[src/include/cmt_pkg.sv]
// Constants shared by the compare match timer: register offsets, field
// positions, reset values, clock codes and prescaler taps.
// Assumes a byte-wide CPU bus with a 4-bit offset inside the timer block.
package cmt_pkg;

   // Register offsets on the byte bus
   localparam logic [3:0] ADDR_CTRL = 4'h6;
   localparam logic [3:0] ADDR_STAT = 4'h7;
   localparam logic [3:0] ADDR_CNT_H = 4'h8;
   localparam logic [3:0] ADDR_CNT_L = 4'h9;
   localparam logic [3:0] ADDR_CMP_H = 4'ha;
   localparam logic [3:0] ADDR_CMP_L = 4'hb;

   // Timer control fields
   localparam int CTRL_HIGH_OUTPUT_LEVEL = 7;
   localparam int CTRL_MODE = 6;
   localparam int CTRL_CKSH_HI = 5;
   localparam int CTRL_CKSH_LO = 4;
   localparam int CTRL_LOW_OUTPUT_LEVEL = 3;
   localparam int CTRL_CKSL_EXT = 2;
   localparam int CTRL_CKSL_HI = 1;
   localparam int CTRL_CKSL_LO = 0;

   // Timer control/status fields
   localparam int STAT_HIGH_OVERFLOW_FLAG = 7;
   localparam int STAT_HIGH_MATCH_FLAG = 6;
   localparam int STAT_HIGH_OVERFLOW_IRQ_ENABLE = 5;
   localparam int STAT_HIGH_CLEAR_ON_MATCH = 4;
   localparam int STAT_LOW_OVERFLOW_FLAG = 3;
   localparam int STAT_LOW_MATCH_FLAG = 2;
   localparam int STAT_LOW_OVERFLOW_IRQ_ENABLE = 1;
   localparam int STAT_LOW_CLEAR_ON_MATCH = 0;

   // Reset values, and the byte maximum
   localparam logic [7:0] CTRL_RESET = 8'h00;
   localparam logic [7:0] STAT_RESET = 8'h00;
   localparam logic [7:0] CNT_RESET = 8'h00;
   localparam logic [7:0] CMP_RESET = 8'hff;
   localparam logic [7:0] READ_IDLE = 8'hff;
   localparam logic [7:0] BYTE_MAX = 8'hff;

   // Internal clock codes of a two-bit clock select field
   localparam logic [1:0] CS_DIV32 = 2'h0;
   localparam logic [1:0] CS_DIV16 = 2'h1;
   localparam logic [1:0] CS_DIV4 = 2'h2;
   localparam logic [1:0] CS_SUB4 = 2'h3;

   // Prescaler taps: a tick when the low bits of the prescaler are all ones
   localparam logic [4:0] PRE_MASK32 = 5'h1f;
   localparam logic [4:0] PRE_MASK16 = 5'h0f;
   localparam logic [4:0] PRE_MASK4 = 5'h03;
   localparam logic [1:0] SUB_LAST = 2'h3;

endpackage

[src/core/cmt_timer.sv]
// Compare match timer: one 16-bit or two 8-bit up-counters with compare,
// toggle outputs, flags and interrupt requests, on a byte-wide CPU bus.
// Assumes bus strobes are one-cycle pulses synchronous to clk_in.
`timescale 1ns/1ns
module cmt_timer
(
   // Clock and reset
   input wire logic clk_in,
   input wire logic rst_in,
   // CPU byte bus
   input wire logic [3:0] addr_in,
   input wire logic wr_in,
   input wire logic rd_in,
   input wire logic [7:0] wdata_in,
   output logic [7:0] rdata_out,
   // Interrupt enables and request clears from the interrupt controller
   input wire logic high_irq_enable_in,
   input wire logic low_irq_enable_in,
   input wire logic high_irq_clear_in,
   input wire logic low_irq_clear_in,
   // Power state and count sources
   input wire logic module_run_in,
   input wire logic low_power_in,
   input wire logic sub_tick_in,
   input wire logic event_input_pin_in,
   // Pins and requests
   output logic high_toggle_pin_out,
   output logic low_toggle_pin_out,
   output logic high_irq_request_flag_out,
   output logic low_irq_request_flag_out,
   output logic high_irq_out,
   output logic low_irq_out
);
   import cmt_pkg::*;

   typedef struct packed
   {
      logic [7:0] ctrl;
      logic [7:0] stat;
      logic [7:0] cnt_h;
      logic [7:0] cnt_l;
      logic [7:0] cmp_h;
      logic [7:0] cmp_l;
      logic [7:0] temp;
      logic [7:0] rdata;
      logic pin_h;
      logic pin_l;
      logic req_h;
      logic req_l;
      logic irq_h;
      logic irq_l;
   } cmt_state_t;

   cmt_state_t s_r;
   cmt_state_t s_nxt;
   logic tick_h;
   logic tick_l;
   logic mode8;
   logic wr_ctrl;
   logic wr_stat;
   logic wr_cnt_h;
   logic wr_cnt_l;
   logic wr_cmp_h;
   logic wr_cmp_l;
   logic match_h;
   logic match_l;
   logic ovf_h;
   logic ovf_l;

   // Count source selection and prescaling
   cmt_clk_sel i_cmt_clk_sel
   (
      .clk_in(clk_in),
      .rst_in(rst_in),
      .run_in(module_run_in),
      .low_power_in(low_power_in),
      .sub_tick_in(sub_tick_in),
      .event_in(event_input_pin_in),
      .sel_h_in(s_r.ctrl[CTRL_CKSH_HI:CTRL_CKSH_LO]),
      .sel_l_in(s_r.ctrl[CTRL_CKSL_EXT:CTRL_CKSL_LO]),
      .tick_h_out(tick_h),
      .tick_l_out(tick_l)
   );

   // Write decode
   assign mode8 = s_r.ctrl[CTRL_MODE];
   assign wr_ctrl = wr_in && (addr_in == ADDR_CTRL);
   assign wr_stat = wr_in && (addr_in == ADDR_STAT);
   assign wr_cnt_h = wr_in && (addr_in == ADDR_CNT_H);
   assign wr_cnt_l = wr_in && (addr_in == ADDR_CNT_L);
   assign wr_cmp_h = wr_in && (addr_in == ADDR_CMP_H);
   assign wr_cmp_l = wr_in && (addr_in == ADDR_CMP_L);

   // Match and overflow events; the matcher runs on the count tick only
   always_comb
   begin
      match_h = 1'b0;
      match_l = 1'b0;
      ovf_h = 1'b0;
      ovf_l = 1'b0;
      if (!mode8)
      begin
         // Cascaded: the low select clocks the whole 16 bits
         match_h = tick_l && ({s_r.cnt_h, s_r.cnt_l} == {s_r.cmp_h, s_r.cmp_l});
         if (wr_cmp_l && ({s_r.temp, wdata_in} != {s_r.cnt_h, s_r.cnt_l}))
         begin
            match_h = 1'b0;
         end
         ovf_h = tick_l && ({s_r.cnt_h, s_r.cnt_l} == {BYTE_MAX, BYTE_MAX}) &&
                 !(match_h && s_r.stat[STAT_HIGH_CLEAR_ON_MATCH]) && !wr_cnt_l;
         ovf_l = tick_l && (s_r.cnt_l == BYTE_MAX) && !wr_cnt_l;
      end
      else
      begin
         match_h = tick_h && (s_r.cnt_h == s_r.cmp_h);
         match_l = tick_l && (s_r.cnt_l == s_r.cmp_l);
         if (wr_cmp_l && (wdata_in != s_r.cnt_l))
         begin
            match_l = 1'b0;
         end
         ovf_h = tick_h && (s_r.cnt_h == BYTE_MAX) &&
                 !(match_h && s_r.stat[STAT_HIGH_CLEAR_ON_MATCH]) && !wr_cnt_h;
         ovf_l = tick_l && (s_r.cnt_l == BYTE_MAX) &&
                 !(match_l && s_r.stat[STAT_LOW_CLEAR_ON_MATCH]) && !wr_cnt_l;
      end
   end

   // Next state: counters, registers, flags, pins and read data
   always_comb
   begin
      s_nxt = s_r;
      // Counting; a CPU write below takes priority over the count
      if (!mode8)
      begin
         if (match_h && s_r.stat[STAT_HIGH_CLEAR_ON_MATCH])
         begin
            {s_nxt.cnt_h, s_nxt.cnt_l} = {CNT_RESET, CNT_RESET};
         end
         else if (tick_l)
         begin
            {s_nxt.cnt_h, s_nxt.cnt_l} = {s_r.cnt_h, s_r.cnt_l} + 16'h0001;
         end
      end
      else
      begin
         if (match_h && s_r.stat[STAT_HIGH_CLEAR_ON_MATCH])
         begin
            s_nxt.cnt_h = CNT_RESET;
         end
         else if (tick_h)
         begin
            s_nxt.cnt_h = s_r.cnt_h + 8'h01;
         end
         if (match_l && s_r.stat[STAT_LOW_CLEAR_ON_MATCH])
         begin
            s_nxt.cnt_l = CNT_RESET;
         end
         else if (tick_l)
         begin
            s_nxt.cnt_l = s_r.cnt_l + 8'h01;
         end
      end
      // Byte writes; in 16-bit mode the upper byte waits in the temporary
      if (wr_ctrl)
      begin
         s_nxt.ctrl = wdata_in;
      end
      if (wr_cnt_h || wr_cmp_h)
      begin
         if (!mode8)
         begin
            s_nxt.temp = wdata_in;
         end
         else if (wr_cnt_h)
         begin
            s_nxt.cnt_h = wdata_in;
         end
         else
         begin
            s_nxt.cmp_h = wdata_in;
         end
      end
      if (wr_cnt_l)
      begin
         s_nxt.cnt_l = wdata_in;
         if (!mode8)
         begin
            s_nxt.cnt_h = s_r.temp;
         end
      end
      if (wr_cmp_l)
      begin
         s_nxt.cmp_l = wdata_in;
         if (!mode8)
         begin
            s_nxt.cmp_h = s_r.temp;
         end
      end
      // Status: enables are written; flags only clear on a 0, and a set wins
      if (wr_stat)
      begin
         s_nxt.stat = (wdata_in & 8'h33) | (wdata_in & s_r.stat & 8'hcc);
      end
      s_nxt.stat[STAT_HIGH_OVERFLOW_FLAG] = s_nxt.stat[STAT_HIGH_OVERFLOW_FLAG] | ovf_h;
      s_nxt.stat[STAT_LOW_OVERFLOW_FLAG] = s_nxt.stat[STAT_LOW_OVERFLOW_FLAG] | ovf_l;
      s_nxt.stat[STAT_HIGH_MATCH_FLAG] = s_nxt.stat[STAT_HIGH_MATCH_FLAG] | match_h;
      s_nxt.stat[STAT_LOW_MATCH_FLAG] = s_nxt.stat[STAT_LOW_MATCH_FLAG] | match_l;
      // Request flags: set beats a clear from the interrupt controller
      s_nxt.req_h = (s_r.req_h && !high_irq_clear_in) || match_h ||
                    (ovf_h && s_r.stat[STAT_HIGH_OVERFLOW_IRQ_ENABLE]);
      s_nxt.req_l = (s_r.req_l && !low_irq_clear_in) || (mode8 && match_l) ||
                    (ovf_l && s_r.stat[STAT_LOW_OVERFLOW_IRQ_ENABLE]);
      s_nxt.irq_h = s_nxt.req_h && high_irq_enable_in;
      s_nxt.irq_l = s_nxt.req_l && low_irq_enable_in;
      // Pins: a control write sets the level outright, else a match toggles
      if (wr_ctrl)
      begin
         s_nxt.pin_h = wdata_in[CTRL_HIGH_OUTPUT_LEVEL];
         s_nxt.pin_l = wdata_in[CTRL_LOW_OUTPUT_LEVEL];
      end
      else
      begin
         s_nxt.pin_h = s_r.pin_h ^ match_h;
         s_nxt.pin_l = s_r.pin_l ^ match_l;
      end
      // Reads; the control register is write-only and reads as all ones
      if (rd_in)
      begin
         unique case (addr_in)
            ADDR_STAT: s_nxt.rdata = s_r.stat;
            ADDR_CNT_H:
            begin
               s_nxt.rdata = s_r.cnt_h;
               if (!mode8)
               begin
                  s_nxt.temp = s_r.cnt_l;
               end
            end
            ADDR_CNT_L: s_nxt.rdata = mode8 ? s_r.cnt_l : s_r.temp;
            ADDR_CMP_H: s_nxt.rdata = s_r.cmp_h;
            ADDR_CMP_L: s_nxt.rdata = s_r.cmp_l;
            default: s_nxt.rdata = READ_IDLE;
         endcase
      end
   end

   // State register
   always_ff @(posedge clk_in)
   begin
      if (rst_in)
      begin
         s_r.ctrl <= CTRL_RESET;
         s_r.stat <= STAT_RESET;
         s_r.cnt_h <= CNT_RESET;
         s_r.cnt_l <= CNT_RESET;
         s_r.cmp_h <= CMP_RESET;
         s_r.cmp_l <= CMP_RESET;
         s_r.temp <= CNT_RESET;
         s_r.rdata <= READ_IDLE;
         s_r.pin_h <= 1'b0;
         s_r.pin_l <= 1'b0;
         s_r.req_h <= 1'b0;
         s_r.req_l <= 1'b0;
         s_r.irq_h <= 1'b0;
         s_r.irq_l <= 1'b0;
      end
      else
      begin
         s_r <= s_nxt;
      end
   end

   // Outputs straight from the state register
   assign rdata_out = s_r.rdata;
   assign high_toggle_pin_out = s_r.pin_h;
   assign low_toggle_pin_out = s_r.pin_l;
   assign high_irq_request_flag_out = s_r.req_h;
   assign low_irq_request_flag_out = s_r.req_l;
   assign high_irq_out = s_r.irq_h;
   assign low_irq_out = s_r.irq_l;
endmodule

[src/core/cmt_clk_sel.sv]
// Count source selection for both byte counters of the compare match timer.
// Assumes sub_tick_in is a one-cycle pulse per subclock period and that the
// event pin is already synchronous to clk_in.
`timescale 1ns/1ns
module cmt_clk_sel
(
   // Clock and reset
   input wire logic clk_in,
   input wire logic rst_in,
   // Power and standby state
   input wire logic run_in,
   input wire logic low_power_in,
   // Sources
   input wire logic sub_tick_in,
   input wire logic event_in,
   // Selects
   input wire logic [1:0] sel_h_in,
   input wire logic [2:0] sel_l_in,
   // Count ticks
   output logic tick_h_out,
   output logic tick_l_out
);
   import cmt_pkg::*;

   typedef struct packed
   {
      logic [4:0] pre;
      logic [1:0] sub_div;
      logic ev_prev;
      logic tick_h;
      logic tick_l;
   } cmt_clk_t;

   cmt_clk_t s_r;
   cmt_clk_t s_nxt;

   // Internal source decode, shared by both counters
   function automatic logic int_tick(input logic [1:0] code, input logic [4:0] pre,
                                     input logic sub4, input logic lp);
      logic t;
      t = 1'b0;
      unique case (code)
         CS_DIV32: t = ((pre & PRE_MASK32) == PRE_MASK32) && !lp;
         CS_DIV16: t = ((pre & PRE_MASK16) == PRE_MASK16) && !lp;
         CS_DIV4: t = ((pre & PRE_MASK4) == PRE_MASK4) && !lp;
         CS_SUB4: t = sub4;
      endcase
      return t;
   endfunction

   // Prescaler, subclock divider and event edge detect
   always_comb
   begin
      logic sub4;
      logic ev_edge;
      sub4 = 1'b0;
      ev_edge = 1'b0;
      s_nxt = s_r;
      sub4 = sub_tick_in && (s_r.sub_div == SUB_LAST);
      ev_edge = event_in && !s_r.ev_prev; // Rising edge is counted
      s_nxt.ev_prev = event_in;
      s_nxt.tick_h = 1'b0;
      s_nxt.tick_l = 1'b0;
      // Standby stops the prescaler, subclock divider and ticks; the event edge detect keeps tracking
      if (run_in)
      begin
         // System prescaler halts in low-power modes; subclock keeps going
         if (!low_power_in)
         begin
            s_nxt.pre = s_r.pre + 5'h01;
         end
         if (sub_tick_in)
         begin
            s_nxt.sub_div = s_r.sub_div + 2'h1;
         end
         s_nxt.tick_h = int_tick(sel_h_in, s_r.pre, sub4, low_power_in);
         if (sel_l_in[CTRL_CKSL_EXT])
         begin
            s_nxt.tick_l = int_tick(sel_l_in[CTRL_CKSL_HI:CTRL_CKSL_LO], s_r.pre, sub4,
                                    low_power_in);
         end
         else
         begin
            s_nxt.tick_l = ev_edge;
         end
      end
   end

   // State register
   always_ff @(posedge clk_in)
   begin
      if (rst_in)
      begin
         s_r <= '0;
      end
      else
      begin
         s_r <= s_nxt;
      end
   end

   assign tick_h_out = s_r.tick_h;
   assign tick_l_out = s_r.tick_l;

endmodule

[config.mk]
export PLATFORM = sky130hd
export DESIGN_NAME = cmt_timer
export DESIGN_NICKNAME = d
export VERILOG_FILES = /design/src/include/cmt_pkg.sv /design/src/core/cmt_timer.sv /design/src/core/cmt_clk_sel.sv
export SDC_FILE = /design/constraint.sdc
export NUM_CORES = 1
export LEC_CHECK = 0
export BUFFER_PORTS_ARGS = -buffer_cell sky130_fd_sc_hd__buf_2
export CORE_UTILIZATION = 40
export DETAILED_ROUTE_END_ITERATION = 8
export PLACE_DENSITY = 0.63
export SLEW_MARGIN = 20
export SYNTH_ARGS = -nofsm -noshare
export SYNTH_HDL_FRONTEND = slang
export SYNTH_HIERARCHICAL = 1
export SYNTH_SLANG_ARGS = --single-unit
[constraint.sdc]
create_clock -name clk_in -period 1.94 [get_ports clk_in]
set_input_delay 0.485 -clock clk_in [delete_from_list [all_inputs] [get_ports clk_in]]
set_output_delay 0.485 -clock clk_in [all_outputs]
set_load 0.01 [all_outputs]
==> summary.md <==
| Metric | Value |
|---|---|
| Final period util | 99.21% |
| Final Non-Filler Cells | 816 |
| Top-area cell type share of the netlist area | 32.00% |
| # fillers | 1044 |
| Area grow syn2layout | 26.44% |
| Synthesized area | 0.004880 sq mm |
| Psw | 1.102 mW |
| Post-Syn Instances | 588 |
| First-pass GRT wire length | 24710 microns |
| Final worst slack | 0.01536 ns |
| Core area | 0.01166 sq mm |
| I/O pins | 38 |
| Power per cell area | 689.3 mW/mm^2 |
| Initial DRC Count | 550 |
| Post-synth ARST share | 0% |
| Placed Cells incl. Taps | 796 |
| Top cells by area, synth | dfxtp_1, mux2i_1, xnor2_1, nor2_1, nand2_1 |
| CP max stage cell | dfxtp_4 |
| DRT antenna net count | 0 |
| Max-Cap Viols | 0 |
| Final WL | 15860 microns |
| Starting Density | 41.84% |
| Grt ovf | 0 |
| Post-DR wirelength/cell | 19.43 microns |
| Die W | 112.5 microns |
| Pleak | 2.518 nW |
| Post-synthesis sequential area ratio | 32.00% |
| Root buf cell | clkbuf_16 |
| Post-Place Worst Slack | -0.2535 ns |
| Clock Skew | 0.008461 ns |
| Sequential share of power | 40.3% |
| Clock power frac | 44.6% |
| Min Tclk post-route | 1.925 ns |
| Buffer depth of the longest clock path | 2 |
| Vias after detailed routing | 4790 |
| Ys flop type | dfxtp_1 |
| Cts hold-fix bufs | 0 |
| Slew Viols, Final | 0 |
| CTS H-Tree Depth | 3 |
| Largest net degree at the start of global routing | 30 |
| Crit Path Class | flop to flop |
| I/O Buffers | 37 |
| RSZ-0062 raised after global routing | yes |
| Area leader, netlist | dfxtp_1 |
| RD Place Congestion | 0.9853 |
| Distinct cells, synth | 63 |
| TritonCTS clock tree | yes |
| Share of post-route cells with drive strength above 1 | 29.57% |
| Slew @ Worst Pin | 0.5594 ns |
| Most frequent cells in the layout | buf_4, dfxtp_1, nor2_1 |
| Sink Count | 78 |
| Sw frac | 25.92% |
| Drt first pass iters | 5 |
| Hold Path Class | primary input to flop |
| Worst path buffer plus inverter count | 1 |
| Final Power | 4.253 mW |
| Die area | 0.01265 sq mm |
| EDFF count, synth | 0 |
| Status | finished, final reports clean |
| Vias in the first global route | 4634 |
| Fmax | 519.6 MHz |
| Row cnt | 39 |
| CTS clk-pin slew, worst paths | 0.06 ns |
| Cells along the critical path | buf_6 > xnor2_2 > nand3_2 > nor4_4 > nand4_1 > o211ai_1 > a211oi_1 |
| Reg with most FFs | s_r |
| P_int | 3.150 mW |
| Worst skew pair latency | 0.34 ns |
| Util after Layout | 52.90% |
| Initial antenna violation count | 0 |
| CP peak stage delay | 0.36 ns |
| Max_slew headroom | 62.42% |
| Post-synthesis register bit count | 78 |
| DR vias/cell | 5.870 |
| Ys Warns | 6 |
| Final setup fails | 0 |
| Most common cell after layout, fill and taps aside | buf_4 |
| CP max FO | 5 |
| Delay-heaviest family, CP | simple AND/OR/NAND/NOR gates |
| Critical path required time | 2.16 ns |
| Syn avg cell area | 8.299 sq um |
| Syn nets | 617 |
| DRC viols | 0 |
| Chip height | 112.5 microns |
| Nets | 697 |
| Hold Vio Cnt, Final | 0 |
| Worst Setup End Kind | flop |
| CP startpoint kind | flop |
| Peak supply drop | 0.0004776 V |
| Placed wire-length estimate | 11630 microns |
| Antenna cells | 0 |
| Arrival @ worst endpoint | 2.14 ns |
| Max reg flops | 53 |
| Inserted Clock Buffers | 9 |
| Overall Global Routing Usage | 25.36% |
| Comb pwr share | 15.1% |
-- power groups by stage --
stage	Sequential [mW]	Combinational (mW)	Clock [mW]
floorplan	1.72	0.406	0
global placement	1.75	0.596	0
detailed placement	1.75	0.603	0
CTS	1.71	0.610	1.91
global route	1.72	0.690	1.98
finish	1.71	0.640	1.90
-- layer usage --
layer / wire length [microns] / track usage (%) / vias to the layer above
li1: - / - / 2254
met1: 7065 / 33.80 / 2258
met2: 7061 / 40.21 / 242
met3: 1313 / 5.616 / 36
met4: 418 / 9.244 / 0
met5: 0 / 0 / -
-- synth_stat cells, drive strengths merged, types with 3 or more instances --
cell type  number
or2             8
nand3b         11
a31oi           6
nand4          23
a211oi         17
buf            38
nor2b           6
nor3            7
and4            5
and2            6
a311oi          7
inv             6
and3            5
a21oi          29
nor2           61
dfxtp          78
xor2            8
nand2          47
a22oi           8
or3b            3
xnor2          39
ha              5
o211ai          3
nand2b         13
nor4            4
nand3          25
o21ai          19
o22ai           7
mux2i          45
clkbuf         24
a221oi          3
-- stage by stage --
| stage | TNS, ns | cell area [sq um] | hold slack, ns |
|---|---|---|---|
| after detailed placement | -1.578 | 5618 | 0.4526 |
| after CTS | 0 | 5978 | 0.3462 |
| after floorplan | 0 | 4880 | 0.4400 |
| final | 0 | 6170 | 0.3490 |
| after global placement | -1.458 | 5618 | 0.4486 |
| after global routing | -0.1351 | 6170 | 0.3464 |
-- final timing paths --
path | from | to | slack [ns] | cells past startpoint
setup / recovery | s_r[39] | s_r[40] | 0.02 | 7
hold / removal | low_irq_enable_in | low_irq_out | 0.35 | 2
setup reg to reg | s_r[39] | s_r[40] | 0.02 | 7
hold reg to reg | i_cmt_clk_sel/s_r[4] | i_cmt_clk_sel/s_r[4] | 0.46 | 2
-- final cells by class --
| cell class | instances | area, sq um | area share [%] |
|---|---|---|---|
| sequential | 78 | 1589 | 25.76 |
| timing repair buffer | 131 | 947.2 | 15.35 |
| inverter | 6 | 22.52 | 0.3650 |
| tap | 143 | 178.9 | 2.900 |
| clock buffer | 11 | 252.7 | 4.097 |
| multi-input combinational | 442 | 3098 | 50.21 |
| clock inverter | 5 | 81.33 | 1.318 |
-- what timing repair did --
item	4_1_cts	5_1_grt
buffers inserted	1	2
resized for setup	8	38
pin swaps	1	22
gates cloned	0	1
endpoints found under the setup margin	14	20
-- worst reg2reg max path, stage by stage, from the launching register on --
cell      delay (ns)
dfxtp_4         0.36
buf_6           0.13
xnor2_2         0.16
nand3_2         0.13
nor4_4          0.35
nand4_1         0.29
o211ai_1        0.28
a211oi_1        0.10
-- logic make-up after synthesis --
group	count (synthesis)	share of synthesized area [%]
xor gates and xnor gates	47	8.436
adders and majority gates	5	1.282
and+or+nand+nor	226	24.72
buffers and inverters	68	7.538
DFF	78	32.00
AOI/OAI and AO/OA	116	15.87
muxes	48	10.15
Note: power is estimated with default switching activity, not from simulation.
